**src/key_power_pkg.sv**
```systemverilog
// Constants, register map and carrier types of the key power latch sequencer
package key_power_pkg;
    // Timing, in microseconds, and the oscillator rate
    localparam int unsigned CLK_HZ        = 40_000_000;
    localparam int unsigned CYC_PER_US    = CLK_HZ / 1_000_000;
    localparam int unsigned KEY_FILTER_US = 16_000;
    localparam int unsigned REG_DELAY_US  = 1_000;
    localparam int unsigned V3_DELAY_US   = 1_000;
    localparam int unsigned SEO_HOLD_US   = 225_000;
    localparam int unsigned INJ_QUAL_US   = 225_000;
    localparam int unsigned ST_QUAL_US    = 600_000;
    localparam int unsigned LATCH_STEP_US = 100_000;
    localparam int unsigned KEY_FILTER_CYC = KEY_FILTER_US * CYC_PER_US;
    localparam int unsigned REG_DELAY_CYC  = REG_DELAY_US * CYC_PER_US;
    localparam int unsigned V3_DELAY_CYC   = V3_DELAY_US * CYC_PER_US;
    localparam int unsigned SEO_HOLD_CYC   = SEO_HOLD_US * CYC_PER_US;
    localparam int unsigned INJ_QUAL_CYC   = INJ_QUAL_US * CYC_PER_US;
    localparam int unsigned ST_QUAL_CYC    = ST_QUAL_US * CYC_PER_US;
    localparam int unsigned LATCH_STEP_CYC = LATCH_STEP_US * CYC_PER_US;
    localparam int unsigned TMR_W          = 28;
    localparam logic [2:0]  WD_ERR_LIMIT   = 3'h4;

    // Register offsets
    localparam logic [7:0] CTRL_OFS   = 8'h00;
    localparam logic [7:0] CFG6_OFS   = 8'h04;
    localparam logic [7:0] DRV_OFS    = 8'h08;
    localparam logic [7:0] STATUS_OFS = 8'h0c;
    // Field positions
    localparam int unsigned CTRL_LATCH_BIT = 0;
    localparam int unsigned CTRL_HOLD_BIT  = 1;
    localparam int unsigned CTRL_TO_LSB    = 2;
    localparam int unsigned CFG6_SEO_BIT   = 0;
    localparam int unsigned DRV_INJ_LSB    = 0;
    localparam int unsigned DRV_ST_LSB     = 4;
    // Values after reset
    localparam logic [4:0] CTRL_RST = 5'h01;
    localparam logic       CFG6_RST = 1'b0;
    localparam logic [5:0] DRV_RST  = 6'h00;

    typedef enum logic [2:0] {
        ST_OFF   = 3'b000,
        ST_RELAY = 3'b001,
        ST_BIAS  = 3'b011,
        ST_REG5  = 3'b010,
        ST_RUN   = 3'b110,
        ST_HOLD  = 3'b111
    } seq_state_type;

    typedef struct packed {
        logic        psel;
        logic        penable;
        logic        pwrite;
        logic [7:0]  paddr;
        logic [31:0] pwdata;
    } apb_req_type;

    typedef struct packed {
        logic [31:0] prdata;
        logic        pready;
        logic        pslverr;
    } apb_rsp_type;

    typedef struct packed {
        logic main_relay_drive;
        logic bias;
        logic five_volt_supply;
        logic sensor_supplies;
        logic three_volt_supply;
    } supply_en_type;
endpackage : key_power_pkg

```
**src/key_deglitch.sv**
```systemverilog
// Symmetric deglitch filter: output follows input after a stable run
`timescale 1ns/10ps
module key_deglitch #(
    parameter int unsigned W     = 28,
    parameter int unsigned LIMIT = 640_000
) (
    // Clock and reset
    input  wire logic i_sys_clk,
    input  wire logic i_sys_rst,
    input  wire logic i_clk_en,
    // Level in and filtered level out
    input  wire logic i_din,
    output logic      o_level
);
    logic [W-1:0] cnt_ff;
    logic         level_ff;

    // Any bounce back to the current level restarts the count
    always_ff @(posedge i_sys_clk) begin
        if (i_sys_rst) begin
            cnt_ff   <= '0;
            level_ff <= 1'b0;
        end else if (i_clk_en) begin
            if (i_din == level_ff) begin
                cnt_ff <= '0;
            end else if (cnt_ff == W'(LIMIT - 1)) begin
                cnt_ff   <= '0;
                level_ff <= i_din;
            end else begin
                cnt_ff <= cnt_ff + 1'b1;
            end
        end
    end

    assign o_level = level_ff;
endmodule : key_deglitch

```
**src/key_power_latch_sequencer.sv**
```systemverilog
// Power-up/down sequencer with power latch and secure engine shutoff
//
// Decided for this implementation: the placing of the registers and register access over APB.
`timescale 1ns/10ps
// Functional notes
// - Filtered key high starts the system; main relay drive switches on first.
// - Key input deglitched both ways by the key filter time, typically 16 ms.
// - Switched supply: biasing starts once battery is not undervoltage after relay.
// - Five-volt regulator after regulator delay; sensor supplies together with it.
// - Three-volt regulator about 1.0 ms after five-volt supply is good.
// - Permanent supply: bias on raw key rise; regulator delay after filter.
// - Global enable combines latch, timeout, key and battery; the sequencer past relay, the key-on timers and the driver gating use it.
// - Key low with latch hold bit set switches off after filter time.
// - Latch hold bit low keeps system on; host ends latch writing it high.
// - Latch timeout, chosen by a 3-bit field, forces shutdown.
// - Status shows raw key and filtered key.
// - Regulator hold bit, reset 0, picks whether regulators stop with relay.
// - With hold bit set only relay stops; regulators run until battery UV.
// - Without latch or shutoff mode, key fall cuts injectors and starters.
// - Shutoff mode: starters cut after hold delay only if key still low.
// - Hold delay granted only after 225 ms / 600 ms key-on with drivers active.
// - Hold delay withheld if watchdog error count reached 4 during key-on.
// - Secure shutoff touches only injector and starter drivers.
// - Key fall starts a host-independent 225 ms timer that cuts those stages.
// - Host driver writes still act during hold; config six enables shutoff.
// - After a shutoff event, key must be on 600 ms before another hold.
module key_power_latch_sequencer
    import key_power_pkg::*;
#(
    parameter int unsigned KEY_FILTER = KEY_FILTER_CYC,
    parameter int unsigned REG_DELAY  = REG_DELAY_CYC,
    parameter int unsigned V3_DELAY   = V3_DELAY_CYC,
    parameter int unsigned SEO_HOLD   = SEO_HOLD_CYC,
    parameter int unsigned INJ_QUAL   = INJ_QUAL_CYC,
    parameter int unsigned ST_QUAL    = ST_QUAL_CYC,
    parameter int unsigned LATCH_STEP = LATCH_STEP_CYC
) (
    // Clock, reset, enable
    input  wire logic                        i_sys_clk,
    input  wire logic                        i_sys_rst,
    input  wire logic                        i_clk_en,
    // Register bus
    input  wire key_power_pkg::apb_req_type  i_apb,
    output key_power_pkg::apb_rsp_type       o_apb,
    // Pins and analog monitors
    input  wire logic                        i_key_raw,
    input  wire logic                        i_battery_not_undervolt,
    input  wire logic                        i_five_volt_ok,
    input  wire logic                        i_permanent_supply,
    // Watchdog error count, same clock
    input  wire logic [2:0]                  i_watchdog_error_count,
    // Supply and driver enables
    output key_power_pkg::supply_en_type     o_supply,
    output logic [3:0]                       o_injector_stages,
    output logic [1:0]                       o_starter_drivers,
    output logic                             o_power_down_rst
);
    import key_power_pkg::*;

    // Pin synchronisers
    logic [3:0] pin_meta_ff;
    logic [3:0] pin_sync_ff;
    logic [3:0] pin_raw;
    assign pin_raw = {i_permanent_supply, i_five_volt_ok, i_battery_not_undervolt, i_key_raw};

    generate
        for (genvar g = 0; g < 4; g++) begin : g_sync
            always_ff @(posedge i_sys_clk) begin
                if (i_sys_rst) begin
                    pin_meta_ff[g] <= 1'b0;
                    pin_sync_ff[g] <= 1'b0;
                end else if (i_clk_en) begin
                    pin_meta_ff[g] <= pin_raw[g];
                    pin_sync_ff[g] <= pin_meta_ff[g];
                end
            end
        end
    endgenerate

    logic key_sync;
    logic battery_not_undervolt;
    logic five_ok;
    logic permanent;
    assign key_sync              = pin_sync_ff[0];
    assign battery_not_undervolt = pin_sync_ff[1];
    assign five_ok               = pin_sync_ff[2];
    assign permanent             = pin_sync_ff[3];

    // Registers
    logic       latch_hold_n_ff;
    logic       regulator_hold_sel_ff;
    logic [2:0] latch_timeout_cfg_ff;
    logic       seo_en_ff;
    logic [3:0] drv_inj_ff;
    logic [1:0] drv_st_ff;

    // Key filter
    logic key_flt;
    key_deglitch #(.W(TMR_W), .LIMIT(KEY_FILTER)) u_key_flt (
        .i_sys_clk (i_sys_clk),
        .i_sys_rst (i_sys_rst),
        .i_clk_en  (i_clk_en),
        .i_din     (key_sync),
        .o_level   (key_flt)
    );

    seq_state_type state_ff;
    seq_state_type nxt_state;

    // Latch timeout, zero configuration disables it
    function automatic logic [TMR_W-1:0] timeout_cycles(input logic [2:0] cfg);
        timeout_cycles = TMR_W'(cfg) * TMR_W'(LATCH_STEP);
    endfunction : timeout_cycles

    logic latch_to_done;
    logic latch_timeout_not_expired;
    sat_timer #(.W(TMR_W)) u_latch_to (
        .i_sys_clk (i_sys_clk),
        .i_sys_rst (i_sys_rst),
        .i_clk_en  (i_clk_en),
        .i_clear   (latch_hold_n_ff || key_flt || state_ff == ST_OFF),
        .i_run     (1'b1),
        .i_limit   (timeout_cycles(latch_timeout_cfg_ff)),
        .o_done    (latch_to_done)
    );
    assign latch_timeout_not_expired = !(latch_to_done && latch_timeout_cfg_ff != 3'h0);

    logic global_enable;
    assign global_enable = ((!latch_hold_n_ff && latch_timeout_not_expired) || key_flt)
                           && battery_not_undervolt;

    // Regulator delay and three-volt delay
    logic reg_done;
    logic v3_done;
    sat_timer #(.W(TMR_W)) u_reg_dly (
        .i_sys_clk (i_sys_clk),
        .i_sys_rst (i_sys_rst),
        .i_clk_en  (i_clk_en),
        .i_clear   (state_ff != ST_BIAS),
        .i_run     (1'b1),
        .i_limit   (TMR_W'(REG_DELAY)),
        .o_done    (reg_done)
    );
    sat_timer #(.W(TMR_W)) u_v3_dly (
        .i_sys_clk (i_sys_clk),
        .i_sys_rst (i_sys_rst),
        .i_clk_en  (i_clk_en),
        .i_clear   (!(state_ff == ST_REG5 && five_ok)),
        .i_run     (1'b1),
        .i_limit   (TMR_W'(V3_DELAY)),
        .o_done    (v3_done)
    );

    // Sequencer
    always_comb begin
        nxt_state = state_ff;
        case (state_ff)
            ST_OFF: begin
                if (key_flt) begin
                    nxt_state = ST_RELAY;
                end
            end
            ST_RELAY: begin
                // Battery UV is expected here until the relay closes
                if (!key_flt) begin
                    nxt_state = ST_OFF;
                end else if (battery_not_undervolt) begin
                    nxt_state = ST_BIAS;
                end
            end
            ST_BIAS: begin
                if (!global_enable) begin
                    nxt_state = ST_OFF;
                end else if (reg_done) begin
                    nxt_state = ST_REG5;
                end
            end
            ST_REG5: begin
                if (!global_enable) begin
                    nxt_state = ST_OFF;
                end else if (v3_done) begin
                    nxt_state = ST_RUN;
                end
            end
            ST_RUN: begin
                if (!global_enable) begin
                    nxt_state = regulator_hold_sel_ff ? ST_HOLD : ST_OFF;
                end
            end
            ST_HOLD: begin
                if (!battery_not_undervolt || !regulator_hold_sel_ff) begin
                    nxt_state = ST_OFF;
                end else if (global_enable) begin
                    nxt_state = ST_RUN;
                end
            end
            default: nxt_state = ST_OFF;
        endcase
    end

    always_ff @(posedge i_sys_clk) begin
        if (i_sys_rst) begin
            state_ff <= ST_OFF;
        end else if (i_clk_en) begin
            state_ff <= nxt_state;
        end
    end

    // Supply enables, registered from the next state
    function automatic supply_en_type supply_of(input seq_state_type st, input logic early_bias);
        supply_of                   = '0;
        supply_of.main_relay_drive  = (st != ST_OFF && st != ST_HOLD);
        supply_of.bias              = (st != ST_OFF && st != ST_RELAY) || early_bias;
        supply_of.five_volt_supply  = (st == ST_REG5 || st == ST_RUN || st == ST_HOLD);
        supply_of.sensor_supplies   = supply_of.five_volt_supply;
        supply_of.three_volt_supply = (st == ST_RUN || st == ST_HOLD);
    endfunction : supply_of

    supply_en_type supply_ff;
    always_ff @(posedge i_sys_clk) begin
        if (i_sys_rst) begin
            supply_ff <= '0;
        end else if (i_clk_en) begin
            supply_ff <= supply_of(nxt_state, permanent && key_sync);
        end
    end
    assign o_supply = supply_ff;

    // Reset request stays released in hold until the five-volt supply fails
    logic power_down_rst_ff;
    always_ff @(posedge i_sys_clk) begin
        if (i_sys_rst) begin
            power_down_rst_ff <= 1'b1;
        end else if (i_clk_en) begin
            power_down_rst_ff <= (nxt_state == ST_OFF) || (nxt_state == ST_HOLD && !five_ok);
        end
    end
    assign o_power_down_rst = power_down_rst_ff;

    // Secure shutoff hold timer runs only while the key is low
    logic seo_done;
    sat_timer #(.W(TMR_W)) u_seo (
        .i_sys_clk (i_sys_clk),
        .i_sys_rst (i_sys_rst),
        .i_clk_en  (i_clk_en),
        .i_clear   (key_flt),
        .i_run     (seo_en_ff && state_ff != ST_OFF),
        .i_limit   (TMR_W'(SEO_HOLD)),
        .o_done    (seo_done)
    );

    // Key-on qualification per driver group: 0 injectors, 1 starters
    logic [1:0] qual_done;
    logic [1:0] grp_active;
    logic [TMR_W-1:0] qual_lim [2];
    logic wd_fault;
    assign grp_active  = {|drv_st_ff, |drv_inj_ff};
    assign qual_lim[0] = TMR_W'(INJ_QUAL);
    assign qual_lim[1] = TMR_W'(ST_QUAL);
    assign wd_fault    = (i_watchdog_error_count >= WD_ERR_LIMIT);

    generate
        for (genvar q = 0; q < 2; q++) begin : g_qual
            sat_timer #(.W(TMR_W)) u_qual (
                .i_sys_clk (i_sys_clk),
                .i_sys_rst (i_sys_rst),
                .i_clk_en  (i_clk_en),
                .i_clear   (state_ff == ST_OFF || (key_flt && wd_fault) || seo_done),
                .i_run     (key_flt && grp_active[q] && global_enable),
                .i_limit   (qual_lim[q]),
                .o_done    (qual_done[q])
            );
        end
    endgenerate

    // After an event the injectors also wait for the longer key-on time
    logic seo_event_ff;
    always_ff @(posedge i_sys_clk) begin
        if (i_sys_rst) begin
            seo_event_ff <= 1'b0;
        end else if (i_clk_en) begin
            if (seo_done) begin
                seo_event_ff <= 1'b1;
            end else if (qual_done[1] && key_flt) begin
                seo_event_ff <= 1'b0;
            end
        end
    end

    logic inj_grant;
    logic st_grant;
    logic inj_allow;
    logic st_allow;
    logic latch_on;
    assign inj_grant = qual_done[0] && (!seo_event_ff || qual_done[1]);
    assign st_grant  = qual_done[1];
    assign latch_on  = !latch_hold_n_ff && !seo_en_ff;
    assign inj_allow = key_flt || latch_on || (seo_en_ff && inj_grant && !seo_done);
    assign st_allow  = key_flt || latch_on || (seo_en_ff && st_grant && !seo_done);

    // Only the injector and starter enables are gated by the shutoff path
    logic [3:0] inj_ff;
    logic [1:0] st_ff;
    always_ff @(posedge i_sys_clk) begin
        if (i_sys_rst) begin
            inj_ff <= '0;
            st_ff  <= '0;
        end else if (i_clk_en) begin
            inj_ff <= drv_inj_ff & {4{inj_allow && global_enable}};
            st_ff  <= drv_st_ff & {2{st_allow && global_enable}};
        end
    end
    assign o_injector_stages = inj_ff;
    assign o_starter_drivers = st_ff;

    // APB slave: zero wait states, read data latched in the setup phase
    logic        setup;
    logic        access;
    logic        hit;
    logic [31:0] status_word;
    logic [31:0] rd_word;
    logic [31:0] prdata_ff;
    logic        pslverr_ff;
    assign setup  = i_apb.psel && !i_apb.penable;
    assign access = i_apb.psel && i_apb.penable;
    assign hit    = (i_apb.paddr == CTRL_OFS) || (i_apb.paddr == CFG6_OFS)
                 || (i_apb.paddr == DRV_OFS) || (i_apb.paddr == STATUS_OFS);

    assign status_word = {21'h0, state_ff, 1'b0, st_grant, inj_grant, seo_en_ff && !key_flt && !seo_done,
                          !latch_timeout_not_expired, global_enable, key_flt, key_sync};

    always_comb begin
        case (i_apb.paddr)
            CTRL_OFS:   rd_word = {27'h0, latch_timeout_cfg_ff, regulator_hold_sel_ff, latch_hold_n_ff};
            CFG6_OFS:   rd_word = {31'h0, seo_en_ff};
            DRV_OFS:    rd_word = {26'h0, drv_st_ff, drv_inj_ff};
            STATUS_OFS: rd_word = status_word;
            default:    rd_word = 32'h0;
        endcase
    end

    always_ff @(posedge i_sys_clk) begin
        if (i_sys_rst) begin
            prdata_ff  <= 32'h0;
            pslverr_ff <= 1'b0;
        end else if (i_clk_en && setup) begin
            prdata_ff  <= i_apb.pwrite ? 32'h0 : rd_word;
            pslverr_ff <= !hit;
        end
    end

    always_ff @(posedge i_sys_clk) begin
        if (i_sys_rst) begin
            {latch_timeout_cfg_ff, regulator_hold_sel_ff, latch_hold_n_ff} <= CTRL_RST;
            seo_en_ff                                                    <= CFG6_RST;
            {drv_st_ff, drv_inj_ff}                                      <= DRV_RST;
        end else if (i_clk_en && access && i_apb.pwrite) begin
            case (i_apb.paddr)
                CTRL_OFS: begin
                    latch_hold_n_ff       <= i_apb.pwdata[CTRL_LATCH_BIT];
                    regulator_hold_sel_ff <= i_apb.pwdata[CTRL_HOLD_BIT];
                    latch_timeout_cfg_ff  <= i_apb.pwdata[CTRL_TO_LSB +: 3];
                end
                CFG6_OFS: seo_en_ff <= i_apb.pwdata[CFG6_SEO_BIT];
                DRV_OFS: begin
                    drv_inj_ff <= i_apb.pwdata[DRV_INJ_LSB +: 4];
                    drv_st_ff  <= i_apb.pwdata[DRV_ST_LSB +: 2];
                end
                default: ;
            endcase
        end
    end

    assign o_apb.prdata  = prdata_ff;
    assign o_apb.pready  = 1'b1;
    assign o_apb.pslverr = access && pslverr_ff;
endmodule : key_power_latch_sequencer

```
**src/sat_timer.sv**
```systemverilog
// Saturating interval timer with clear, run and a limit input
`timescale 1ns/10ps
module sat_timer #(
    parameter int unsigned W = 28
) (
    // Clock and reset
    input  wire logic         i_sys_clk,
    input  wire logic         i_sys_rst,
    input  wire logic         i_clk_en,
    // Control
    input  wire logic         i_clear,
    input  wire logic         i_run,
    input  wire logic [W-1:0] i_limit,
    // Status
    output logic              o_done
);
    logic [W-1:0] cnt_ff;

    always_ff @(posedge i_sys_clk) begin
        if (i_sys_rst) begin
            cnt_ff <= '0;
        end else if (i_clk_en) begin
            if (i_clear) begin
                cnt_ff <= '0;
            end else if (i_run && cnt_ff < i_limit) begin
                cnt_ff <= cnt_ff + 1'b1;
            end
        end
    end

    assign o_done = (cnt_ff >= i_limit);
endmodule : sat_timer

```
**config.mk**
```make
export PLATFORM = sky130hd
export DESIGN_NAME = key_power_latch_sequencer
export DESIGN_NICKNAME = d
export VERILOG_FILES = /design/src/key_power_pkg.sv /design/src/key_deglitch.sv /design/src/key_power_latch_sequencer.sv /design/src/sat_timer.sv
export SDC_FILE = /design/constraint.sdc
export NUM_CORES = 1
export LEC_CHECK = 0
export BUFFER_PORTS_ARGS = -buffer_cell sky130_fd_sc_hd__clkbuf_2
export CAP_MARGIN = 30
export CORE_MARGIN = 5
export CORE_UTILIZATION = 25
export DETAILED_ROUTE_END_ITERATION = 6
export GPL_TIMING_DRIVEN = 0
export PLACE_DENSITY = 0.44
export SLEW_MARGIN = 20
export SYNTH_ARGS = -nofsm -noshare
export SYNTH_HDL_FRONTEND = slang
export SYNTH_SLANG_ARGS = --single-unit
```
**constraint.sdc**
```tcl
create_clock -name i_sys_clk -period 5.3 [get_ports i_sys_clk]
set_input_delay 0.795 -clock i_sys_clk [delete_from_list [all_inputs] [get_ports i_sys_clk]]
set_output_delay 0.795 -clock i_sys_clk [all_outputs]
set_load 0.005 [all_outputs]
```
# After elaboration in Yosys (flattened, before gate mapping)
# Cells that the tools add are included.
# classes
muxes,30
bitwise_logic,3
eq_ne,17
multipliers,1
add_sub_neg,7
n_lt_le_gt_ge,13
reduce_logical,88
# op_table
operator,count
$mux W28,14
$add A28 B1 Y28 const B,7
$ge A28 B16 Y1 const B,2
$ge A28 B24 Y1 const B,2
$lt A28 B16 Y1 const B,2
$lt A28 B24 Y1 const B,2
$pmux W11 S4,1
$logic_and A1 B1 Y1,34
$mux W3,11
$mux W32,1
$eq A28 B20 Y1 const B,1
$ge A28 B25 Y1,1
$ge A28 B25 Y1 const B,1
$lt A28 B25 Y1,1
$lt A28 B25 Y1 const B,1
$reduce_and A2 Y1,10
$logic_or A1 B1 Y1,18
$pmux W3 S6,1
$mul A3 B14 Y17 const B,1
$eq A8 B4 Y1 const B,2
$eq A3 B3 Y1 const B,4
$reduce_bool A2 Y1,6
$logic_not A1 Y1,11
$eq A3 B2 Y1 const B,3
18 further kinds,22
# totals
register_bits,265
inputBits,53
out_inout_bits,46
wordCells,192

# Longest topological paths before layout
# Gate-level depths: netlist of the first run.
# depth
word_depth,13
depth_mapped,17
ltp_nobuf,16

# By module
# Synthesis of the first run repeated with hierarchy kept, for this count alone.
# hier_totals
hier_cells,2218
area_unflattened_um2,17834.6
# by_module_without_submodules
mod,seq_area_each_um2,n_inst,cells_each,area_per_inst_um2
sat_timer at g_qual[0].u_qual ...,560.5,5,286,2242.2
key_power_latch_sequencer,920.9,1,296,2598.7
sat_timer at u_latch_to,560.5,1,301,2399.8
key_deglitch,580.6,1,191,1625.3

# Worst setup path after synthesis of the first run
# OpenSTA, ideal clock, no wires.
# synth_timing
kind,register to register
from,register latch_timeout_cfg_ff[0]
to,register u_latch_to.cnt_ff[20]
stages_incl_launch_ff,18
setup_time_ps,70
synth_period_minus_slack_ps,3920
required_time_ps,5230
arrival_time_ps,3850
path_slack_ps,1380
path_cell_list,dfxtp_1 > inv_1 > fa_1 > inv_1 > fa_1 > a21oi_1 > nor2_1 > nor2_1 > xor2_1 > ha_1 > a21o_1 > a22oi_1 > o2111ai_2 > o21bai_4 > nand4_2 > clkbuf_1 > or3_1 > a21oi_1
# synth_between
elab_chain_cells,4
# synth_lines
item,line_no,source
"start, declared",key_power_latch_sequencer.sv:92,logic [2:0] latch_timeout_cfg_ff;
"start signal, assigned",key_power_latch_sequencer.sv:362,latch_timeout_cfg_ff <= i_apb.pwdata[CTRL_TO_LSB +: 3];
$mul A3 B14 Y17,key_power_latch_sequencer.sv:112,timeout_cycles = TMR_W'(cfg) * TMR_W'(LATCH_STEP);
$lt A28 B25 Y1,sat_timer.sv:25,end else if (i_run && cnt_ff < i_limit) begin
$reduce_bool A2 Y1 (no line),n/a,
$reduce_and A2 Y1 (no line),n/a,
"end signal, assigned",sat_timer.sv:26,cnt_ff <= cnt_ff + 1'b1;
"end, declared",sat_timer.sv:17,logic [W-1:0] cnt_ff;
# Every way passes these cells.
# A chain may end at the register's enable or synchronous reset.

# Worst setup path after layout of the first run
# layout_timing
from,register latch_timeout_cfg_ff[0]
to,register u_latch_to.cnt_ff[22]
# The elaborated chain is that of the path after synthesis.

==> run summary, run 1 <==
## Clock network
- 0 — number of post-CTS setup repair buffers
- 0 — hold_buf cts
- 0.57 ns — Skew-Pair Late Insertion Delay
- done — TritonCTS clock tree
- 1 — H-tree levels
- 30 — CTS Buf Count
- 243 — Num Clock Sinks
- 0 — quantity of gates resized following cts
- 0.06 ns — clock slew seen by the registers of the worst setup and hold paths
- clkbuf_16 — clock tree root driver cell
- 3 — Bufs on Longest Clock Path

## Final layout
- 0.298 — Util after Layout
- 14200 sq um — final design area excluding fillers
- 0.102 — fraction of final layout cells with drive strength greater than 1
- 5081 — fillers
- 0 — ANT cells
- 17.8% — area grow syn2layout
- 1640 — final net count

## Floorplanning
- 99 — IO Pins
- 0.253 — initial cell density of the core
- 230 microns — Die Span Y
- 52800 sq um — DIE AREA
- 230 microns — Die Span X
- 80 — FP Rows
- 47700 sq um — floorplan core area

## Synthesis
- 243 — flop and latch count out of synthesis
- dfxtp_1 — biggest area consumer among synthesized cells
- 0.403 — sequential element share of the synthesized area
- 0 — EDFF count, synth
- 1447 — Syn Inst Count
- 0 — share of flip-flops with an asynchronous set or reset
- 0.0623 — synthesized-area fraction occupied by xor and xnor cells
- simple AND/OR/NAND/NOR gates — main combinational cell family by area after synthesis
- 0.0433 — adder-cell area share of the yosys netlist
- dfxtp_1 (40%), nor2_1 (6.2%), a21oi_1 (3.9%), ha_1 (3.8%), xnor2_1 (3.6%) — largest cells by area after synthesis
- 0.153 — Synth Area in Compound Gates
- dfxtp_1 (243), nor2_1 (201), nand2_1 (101) — synth cell count leaders
- 8.35 sq um — Avg Synthesized Cell Area
- 81 — count of different cell masters after synthesis
- dfxtp_1 — commonest register cell after synthesis
- 0.0195 — share of synthesized area spent on multiplexers
- 0.403 — area share of the largest cell type after synthesis
- 0 — synth warn
- 0.267 — basic-gate share of the synthesized area counting and, or, nand and nor cells
- 12100 sq um — mapped cell area
- dfxtp_1 — most common cell in the netlist

## Setup path
- u_latch_to.cnt_ff[22]$_SDFFE_PP0P_ — capturing element of the worst setup path
- 17 — length in cells of the worst reg-to-reg path
- 5.26 ns — data arrival time of the critical path
- register — critical path launch point type
- 0.53 ns — internal reg-to-reg setup slack
- 5.80 ns — Worst Path Required
- u_latch_to.cnt_ff[22]$_SDFFE_PP0P_ — worst reg2reg path endpoint
- 10 — peak fanout along the critical path
- register to register — category of the most critical setup path
- latch_timeout_cfg_ff[0]$_SDFFE_PP0P_ — origin of the critical flop-to-flop path
- latch_timeout_cfg_ff[0]$_SDFFE_PP0P_ — crit path launch
- register — endpoint kind of the worst setup timing path

## Detailed routing
- 0 — count of nets left with antenna violations after detail routing
- 4.74 — vias per inst
- 0 — DRC violation count after routing
- 5 — Pre-antenna DRT Iters
- 10400 — via total after detailed routing
- 33700 microns — Detailed Route WL
- 15.4 microns — wire length per cell after detailed routing
- 635 — first-iteration detailed-routing DRC count

## STA
- 0.765 ns — worst slew pin tran
- 0 — Slew Limit Fails
- 0.0114 ns — worst clock skew on the final layout
- 0.490 — Max transition margin
- 0.210 GHz — maximum achievable frequency
- 0 — Fin. Hold Viols
- 0.900 — Tcrit/Tclk final
- 4.77 ns — final critical-path required period
- 0 — count of final setup violators
- false — RSZ-0062 raised after global routing
- 0 ns — Setup Total Neg Slack

## Global route
- 9998 — via count of the first global-routing pass
- 7 — antenna violations before repair
- 0.124 — GRT Total Usage
- 15 — maximum number of pins on one net before global-route repair
- 0 — global route total overflow
- 54600 microns — global-route wire length before repair

## Hold path
- register to register — path class of the lowest-slack min-delay path

## Power and ir drop
- 0.00502 uW — Static Leak
- 295 nW/um^2 — power density over the cells
- 0.213 mV — Peak supply drop
- 4190 uW — total power

## Placement
- 46 — total of buffers placed on input and output ports
- 0.798 — GP Congestion
- 13200 sq um — Placement Cell Area
- 24500 microns — post-detailed-placement half-perimeter wirelength

## Run
- 0 — max-capacitance violation count

## Outcome
- finished, final reports clean — outcome

## area by class of cell
type | count | area (sq um) | area share
Multi-Input combinational cell | 1084 | 6670 | 0.468
Sequential cell | 243 | 4860 | 0.342
Clock buffer | 41 | 883 | 0.0620
Tap cell | 615 | 769 | 0.0540
Buffer | 87 | 429 | 0.0301
Timing Repair Buffer | 47 | 235 | 0.0165
Inverter | 54 | 203 | 0.0142
Clock inverter | 13 | 189 | 0.0133
## cells by family (layout without fill, tap and decap cells)
family	Yosys count	in the layout
AND/OR/NAND/NOR	637	637
buffers and inverters	141	242
multiplexers	22	22
AO/OA/AOI/OAI	276	276
adder cells (fa/ha/maj)	40	40
other	2	23
flip-flops	243	243
XOR/XNOR	86	86
## cells in the final DEF, fill, tap and decap left out, types with 39 or more instances in the layout
cell	instances
nor3_1	51
nand3_1	62
a21oi_1	93
dfxtp_1	243
nor2_1	201
o21ai_0	54
inv_1	54
clkbuf_2	46
xnor2_1	49
and2_1	39
nand2_1	101
clkbuf_1	53
## layer usage
metal | vias to the layer above | track usage | routed length, microns
met3 | 51 | 0.0284 | 1830
met1 | 4823 | 0.175 | 16600
met4 | 14 | 0.0265 | 508
met5 | - | 0 | 77
li1 | 5298 | - | -
met2 | 165 | 0.193 | 14600
## critical path, cell delays in order, from the launching register on
cell and delay (ns):
dfxtp_1 0.50, inv_1 0.23, fa_1 0.57, inv_1 0.08
ha_1 0.30, a21o_1 0.16, a21oi_1 0.21, o21bai_1 0.09
a21oi_1 0.17, ha_1 0.26, and3_1 0.20, a22oi_1 0.21
o2111ai_2 0.32, o21bai_4 0.33, nand4_2 0.25, clkbuf_1 0.30
or3_1 0.36, a21oi_1 0.14
## stage by stage
step	worst slack, ns	std cells	hold WS [ns]
floorplan	1.38	1468	0.430
global placement	0.493	2129	0.444
detailed placement	0.481	2130	0.445
CTS	0.466	2184	0.462
global route	0.152	2184	0.472
finish	0.532	2184	0.456
## sequential cells by signal, indices dropped and copies added, names as in the netlist, 4 cells and up
name and flops:
u_v3_dly.cnt_ff 28, u_seo.cnt_ff 28, u_latch_to.cnt_ff 28, o_injector_stages 4, g_qual.u_qual.cnt_ff 56, o_supply 4
u_reg_dly.cnt_ff 28, u_key_flt.cnt_ff 28, prdata_ff 10, pin_meta_ff 4, drv_inj_ff 4
## worst min-delay path by stage
stage,startpoint,endpoint,cells past startpoint
6_report,o_supply[0]$_SDFFE_PP0P_,o_supply[0]$_SDFFE_PP0P_,1
5_1_grt,u_v3_dly.cnt_ff[26]$_SDFFE_PP0P_,u_v3_dly.cnt_ff[26]$_SDFFE_PP0P_,1
4_1_cts,u_v3_dly.cnt_ff[27]$_SDFFE_PP0P_,u_v3_dly.cnt_ff[27]$_SDFFE_PP0P_,1
3_5_place_dp,g_qual[0].u_qual.cnt_ff[26]$_SDFFE_PP0P_,g_qual[0].u_qual.cnt_ff[26]$_SDFFE_PP0P_,1
3_3_place_gp,u_latch_to.cnt_ff[27]$_SDFFE_PP0P_,u_latch_to.cnt_ff[27]$_SDFFE_PP0P_,1
2_1_floorplan,g_qual[0].u_qual.cnt_ff[27]$_SDFFE_PP0P_,g_qual[0].u_qual.cnt_ff[27]$_SDFFE_PP0P_,1
## report_power, final
part	total, uW	switching, uW	leakage (uW)	internal [uW]
clock network	2210	848	0.000510	1360
logic	151	105	0.00255	45.8
registers	1840	5.42	0.00196	1830
(Power assumes the default switching activity.)
==> run 2, diff against run 1 <==
--- a/config.mk
+++ b/config.mk
@@ -8,3 +8,3 @@
 export BUFFER_PORTS_ARGS = -buffer_cell sky130_fd_sc_hd__clkbuf_2
-export CAP_MARGIN = 30
+export CAP_MARGIN = 25
 export CORE_MARGIN = 5
==> constraint.sdc (replaced) <==
create_clock -name i_sys_clk -period 5.3 [get_ports i_sys_clk]
set_input_delay 0.265 -clock i_sys_clk [delete_from_list [all_inputs] [get_ports i_sys_clk]]
set_output_delay 0.265 -clock i_sys_clk [all_outputs]
set_load 0.005 [all_outputs]
==> run summary, run 2 (same netlist as run 1, synthesis figures left out) <==
## Outcome
- finished, final reports clean — outcome

## Floorplanning
- 47700 sq um — floorplan core area, unchanged
- 52800 sq um — DIE AREA, unchanged
- 0.253 — initial cell density of the core, unchanged
- 80 — FP Rows, unchanged
- 99 — IO Pins, unchanged
- 230 microns — Die Span Y, unchanged
- 230 microns — Die Span X, unchanged

## STA
- 0 ns — Setup Total Neg Slack, unchanged
- 1.03 ns — worst slew pin tran, +0.267 ns
- 0 — count of final setup violators, unchanged
- 4.76 ns — final critical-path required period, -0.00715 ns
- false — RSZ-0062 raised after global routing
- 0 — Fin. Hold Viols, unchanged
- 0 — Slew Limit Fails, unchanged
- 0.898 — Tcrit/Tclk final, -0.00135
- 0.0103 ns — worst clock skew on the final layout, -0.00108 ns
- 0.306 — Max transition margin, -0.184
- 0.210 GHz — maximum achievable frequency, +0.15%

## Final layout
- dfxtp_1 — most common library cell in the layout ignoring fill and taps
- 0.301 — Util after Layout, +0.00236
- 0.0996 — fraction of final layout cells with drive strength greater than 1, -0.00242
- 56 — number of flip-flops under the largest register name, unchanged
- 1649 — final net count, +0.55%
- 5109 — fillers, +0.55%
- 2194 — Finished Layout Cells, +0.46%
- 18.8% — area grow syn2layout
- g_qual.u_qual.cnt_ff — register ranked first by flip-flop count
- dfxtp_1 (243), nor2_1 (201), nand2_1 (101) — most frequent cells in the layout

## Hold path
- 5 — Hold Crit Depth, +4
- input pin to register — path class of the lowest-slack min-delay path

## Clock network
- 0.56 ns — Skew-Pair Late Insertion Delay, about the same
- 3 — Bufs on Longest Clock Path, unchanged
- 0.06 ns — clock slew seen by the registers of the worst setup and hold paths, about the same
- 243 — Num Clock Sinks, unchanged
- done — TritonCTS clock tree
- 30 — CTS Buf Count, unchanged
- 0 — number of post-CTS setup repair buffers, unchanged
- 1 — H-tree levels, unchanged
- clkbuf_16 — clock tree root driver cell

## Detailed routing
- 4.76 — vias per inst, +0.46%
- 33700 microns — Detailed Route WL, about the same
- 5 — Pre-antenna DRT Iters, unchanged
- 0 — count of nets left with antenna violations after detail routing, unchanged
- 15.3 microns — wire length per cell after detailed routing, -0.46%
- 548 — first-iteration detailed-routing DRC count, -14%
- 10400 — via total after detailed routing, +0.92%
- 0 — DRC violation count after routing, unchanged

## Global route
- 15 — maximum number of pins on one net before global-route repair, unchanged
- 5 — antenna violations before repair, -2
- 53900 microns — global-route wire length before repair, -1.4%
- 9881 — via count of the first global-routing pass, -1.2%
- 0 — global route total overflow, unchanged
- 0.122 — GRT Total Usage, -0.00167

## Setup path
- 17 — logic depth of the worst setup path including buffers, unchanged
- compound AO/OA/AOI/OAI gates — Largest delay share family, worst path
- register to register — category of the most critical setup path
- inv_1 > fa_1 > inv_1 > fa_1 > a21oi_1 > nor2_1 > nor2_1 > xor2_1 > ha_1 > a21o_1 > a22oi_1 > o2111ai_2 > o21bai_4 > nand4_2 > clkbuf_1 > or3_1 > a21oi_1 — cell chain of the critical path
- register — critical path launch point type
- 17 — length in cells of the worst reg-to-reg path, unchanged
- 10 — peak fanout along the critical path, unchanged
- 3 — worst path bufs/invs, unchanged
- register — endpoint kind of the worst setup timing path
- fa_1 — standard cell with the maximum stage delay on the critical path
- 5.79 ns — Worst Path Required, about the same
- 0.58 ns — delay contributed by the slowest stage of the critical path, about the same
- 5.25 ns — data arrival time of the critical path, about the same

## Placement
- 2129 — cell count after placement, -0.047%
- 0.798 — GP Congestion, unchanged
- 24500 microns — post-detailed-placement half-perimeter wirelength, +0.23%
- 46 — total of buffers placed on input and output ports, unchanged

## Power and ir drop
- 294 nW/um^2 — power density over the cells, about the same
- 0.00508 uW — Static Leak, +1.3%
- 0.234 mV — Peak supply drop, +9.8%

## Run
- 0 — max-capacitance violation count, unchanged

-- run 2: final cells by class --
type                            count  area, sq um  share of cell area
Inverter                           54          203              0.0141
Sequential cell                   243         4860               0.339
Clock inverter                      9          170              0.0119
Timing Repair Buffer               56          330              0.0230
Antenna cell                        2         5.00            0.000349
Clock buffer                       44          915              0.0637
Multi-Input combinational cell   1084         6670               0.464
Tap cell                          615          769              0.0536
Buffer                             87          429              0.0299
-- run 2: worst register-to-register path: stages (launching register included) --
cell	delay [ns]
dfxtp_1	0.50
inv_1	0.24
fa_1	0.58
inv_1	0.08
fa_1	0.46
a21oi_1	0.16
nor2_1	0.05
nor2_1	0.11
xor2_1	0.17
ha_1	0.26
a21o_1	0.16
a22oi_1	0.22
o2111ai_2	0.31
o21bai_4	0.34
nand4_2	0.25
clkbuf_1	0.30
or3_1	0.36
a21oi_1	0.13
-- run 2: path summary, 6_finish.rpt --
kind / from / endpoint / slack, ns
worst max register to register: latch_timeout_cfg_ff[0]$_SDFFE_PP0P_ / u_latch_to.cnt_ff[22]$_SDFFE_PP0P_ / 0.54
worst min-delay path: i_apb[32] / pslverr_ff$_SDFFE_PP0P_ / 0.20
worst max-delay path: latch_timeout_cfg_ff[0]$_SDFFE_PP0P_ / u_latch_to.cnt_ff[22]$_SDFFE_PP0P_ / 0.54
worst min register to register: o_supply[0]$_SDFFE_PP0P_ / o_supply[0]$_SDFFE_PP0P_ / 0.46
-- run 2: layer usage --
layer,GRT usage,routed length (microns),vias to the layer above
li1,-,-,5310
met1,0.172,16800,4899
met3,0.0249,1580,52
met4,0.0310,682,6
met5,0,33,-
met2,0.192,14600,179
-- run 2: power by group --
| part | switching, uW | internal [uW] |
|---|---|---|
| clock network | 805 | 1420 |
| registers | 5.31 | 1830 |
| logic | 107 | 50.6 |
| total | 917 | 3310 |
-- run 2: metrics by stage --
| step | total power [uW] | setup WS (ns) | hold slack, ns | cell area, sq um |
|---|---|---|---|---|
| 2_1_floorplan | 1970 | 1.38 | 0.409 | 12200 |
| 3_3_place_gp | 2030 | 0.493 | 0.444 | 13200 |
| 3_5_place_dp | 2030 | 0.514 | 0.444 | 13200 |
| 4_1_cts | 4310 | 0.504 | 0.158 | 14300 |
| 5_1_grt | 4400 | 0.180 | 0.209 | 14300 |
| 6_report | 4220 | 0.539 | 0.202 | 14400 |
-- run 2: timing repair --
item                      4_1_cts  5_1_grt
resized for setup               0        0
hold endpoints to repair       16        0
hold buffers                   10        0
==> run 3, diff against run 2 <==
BUFFER_PORTS_ARGS = -buffer_cell sky130_fd_sc_hd__buf_2   (was -buffer_cell sky130_fd_sc_hd__clkbuf_2)
CORE_MARGIN = 10   (was 5)
==> run summary, run 3 (same netlist as run 1, synthesis figures left out) <==
## Final layout
- 5112 — fillers, +0.059%
- dfxtp_1 — most common library cell in the layout ignoring fill and taps
- 17.3% — area grow syn2layout
- g_qual.u_qual.cnt_ff — register ranked first by flip-flop count
- dfxtp_1 (243), nor2_1 (201), nand2_1 (101) — most frequent cells in the layout
- 0.0957 — fraction of final layout cells with drive strength greater than 1, -0.00387
- 1649 — final net count, unchanged
- 6670 sq um — Multi-input gate area, unchanged
- 4860 sq um — FF+latch area, unchanged
- 14200 sq um — final design area excluding fillers, -1.3%
- 56 — number of flip-flops under the largest register name, unchanged

## STA
- 0 ns — Setup Total Neg Slack, unchanged
- false — RSZ-0062 raised after global routing
- 0.211 GHz — maximum achievable frequency, +0.28%
- 0.503 — Max transition margin, +0.198
- 0.00765 ns — worst clock skew on the final layout, -0.00266 ns
- 0 — Fin. Hold Viols, unchanged
- 0.896 — Tcrit/Tclk final, -0.00248
- 4.75 ns — final critical-path required period, -0.0131 ns
- 0.745 ns — worst slew pin tran, -0.287 ns
- 0 — Slew Limit Fails, unchanged
- 0 — count of final setup violators, unchanged

## Detailed routing
- 15.4 microns — wire length per cell after detailed routing, +0.16%
- 5 — Pre-antenna DRT Iters, unchanged
- 0 — DRC violation count after routing, unchanged
- 10400 — via total after detailed routing, -0.16%
- 0 — count of nets left with antenna violations after detail routing, unchanged
- 705 — first-iteration detailed-routing DRC count, +29%
- 4.75 — vias per inst, -0.30%
- 33800 microns — Detailed Route WL, +0.30%

## Global route
- 7 — antenna violations before repair, +2
- 14 — maximum number of pins on one net before global-route repair, -1
- 0 — global route total overflow, unchanged
- 0.115 — GRT Total Usage, -0.00711
- 10000 — via count of the first global-routing pass, +1.2%
- 54600 microns — global-route wire length before repair, +1.3%

## Setup path
- o_injector_stages[0]$_SDFFE_PP0P_ — worst reg2reg path endpoint
- register — endpoint kind of the worst setup timing path
- 5.25 ns — data arrival time of the critical path, about the same
- 2 — worst path bufs/invs, -1
- 5.80 ns — Worst Path Required, about the same
- register to register — category of the most critical setup path
- inv_1 > fa_1 > inv_1 > fa_1 > a21oi_1 > nor2_1 > nor2_1 > xor2_1 > ha_1 > a21o_1 > a22oi_1 > o2111ai_2 > o31ai_2 > nand2_1 > a211oi_2 > a22o_1 — cell chain of the critical path
- 0.64 ns — delay contributed by the slowest stage of the critical path, +0.06 ns
- 16 — logic depth of the worst setup path including buffers, -1
- 0.55 ns — internal reg-to-reg setup slack, about the same
- 16 — length in cells of the worst reg-to-reg path, -1
- latch_timeout_cfg_ff[0]$_SDFFE_PP0P_ — origin of the critical flop-to-flop path
- compound AO/OA/AOI/OAI gates — Largest delay share family, worst path
- 7 — peak fanout along the critical path, -3
- register — critical path launch point type
- o31ai_2 — standard cell with the maximum stage delay on the critical path

## Floorplanning
- 80 — FP Rows, unchanged
- 57500 sq um — DIE AREA, +8.9%
- 0.253 — initial cell density of the core, unchanged
- 240 microns — Die Span Y, +4.4%
- 47700 sq um — floorplan core area, unchanged
- 240 microns — Die Span X, +4.4%
- 99 — IO Pins, unchanged

## Power and ir drop
- 0.00501 uW — Static Leak, -1.5%
- 274 nW/um^2 — power density over the cells, -7.0%
- 0.237 mV — Peak supply drop, +1.3%

## Placement
- 24700 microns — post-detailed-placement half-perimeter wirelength, +0.69%
- 13200 sq um — Placement Cell Area, unchanged
- 0.810 — GP Congestion, +1.5%
- 46 — total of buffers placed on input and output ports, unchanged

## Clock network
- 243 — Num Clock Sinks, unchanged
- 0 — quantity of gates resized following cts, unchanged
- 10 — hold_buf cts, unchanged
- 3 — Bufs on Longest Clock Path, unchanged
- done — TritonCTS clock tree
- 29 — CTS Buf Count, -3.3%
- clkbuf_16 — clock tree root driver cell
- 1 — H-tree levels, unchanged
- 0 — number of post-CTS setup repair buffers, unchanged
- 0.56 ns — Skew-Pair Late Insertion Delay, about the same
- 0.06 ns — clock slew seen by the registers of the worst setup and hold paths, about the same

## Hold path
- pslverr_ff$_SDFFE_PP0P_ — worst hold path endpoint
- input pin to register — path class of the lowest-slack min-delay path
- 5 — Hold Crit Depth, unchanged
- i_apb[32] — min-delay src

## Outcome
- finished, final reports clean — outcome

## Run
- 0 — max-capacitance violation count, unchanged

==> run 3: changes by cell type in the layout (fill, tap and decap cells not counted), sizes merged <==
| cell | previous run | this run |
|---|---|---|
| bufinv | 5 | 0 |
| clkbuf | 140 | 98 |
| clkinv | 4 | 6 |
| buf | 37 | 83 |
| diode | 2 | 4 |
==> run 3: power by group <==
group,internal (uW),total [uW],switching (uW)
Combinational,50.8,157,106
Sequential,1830,1840,5.61
Clock,1100,1880,783
==> run 3: how the worst max path moves through the flow <==
stage	start	endpoint
2_1_floorplan	latch_timeout_cfg_ff[0]$_SDFFE_PP0P_	u_latch_to.cnt_ff[20]$_SDFFE_PP0P_
6_report	latch_timeout_cfg_ff[0]$_SDFFE_PP0P_	o_injector_stages[0]$_SDFFE_PP0P_
3_5_place_dp	latch_timeout_cfg_ff[0]$_SDFFE_PP0P_	u_latch_to.cnt_ff[22]$_SDFFE_PP0P_
5_1_grt	latch_timeout_cfg_ff[0]$_SDFFE_PP0P_	u_latch_to.cnt_ff[20]$_SDFFE_PP0P_
3_3_place_gp	latch_timeout_cfg_ff[0]$_SDFFE_PP0P_	u_latch_to.cnt_ff[22]$_SDFFE_PP0P_
4_1_cts	latch_timeout_cfg_ff[0]$_SDFFE_PP0P_	u_latch_to.cnt_ff[20]$_SDFFE_PP0P_
==> run 3: area by class of cell <==
| class | count | share of cell area |
|---|---|---|
| antenna | 4 | 0.000706 |
| buffer | 87 | 0.0303 |
| clock buffer | 47 | 0.0609 |
| clock inverter | 6 | 0.00212 |
| inverter | 54 | 0.0143 |
| multi-input combinational | 1084 | 0.470 |
| sequential | 243 | 0.343 |
| tap | 615 | 0.0543 |
| timing repair buffer | 57 | 0.0237 |
==> run 3: per-layer routing <==
metal	up-vias	track usage	wire, microns
met5	-	0	43
met4	8	0.0263	703
met3	53	0.0241	1480
met2	134	0.174	14400
met1	4920	0.163	17200
li1	5314	-	-
==> run 3: per-stage QoR <==
stage	power, uW	utilization	setup WS [ns]	hold slack [ns]	instances
global route	4030	0.297	0.177	0.228	2196
global placement	2030	0.276	0.547	0.443	2129
CTS	3940	0.296	0.524	0.176	2192
detailed placement	2030	0.276	0.526	0.446	2129
floorplan	1970	-	1.38	0.409	1468
finish	3880	0.297	0.553	0.191	2197
==> run 3: worst min-delay path, stage by stage <==
cell     delay [ns]
buf_2          0.07
nor2_1         0.03
nand2_1        0.17
mux2i_1        0.10
nor2_1         0.07
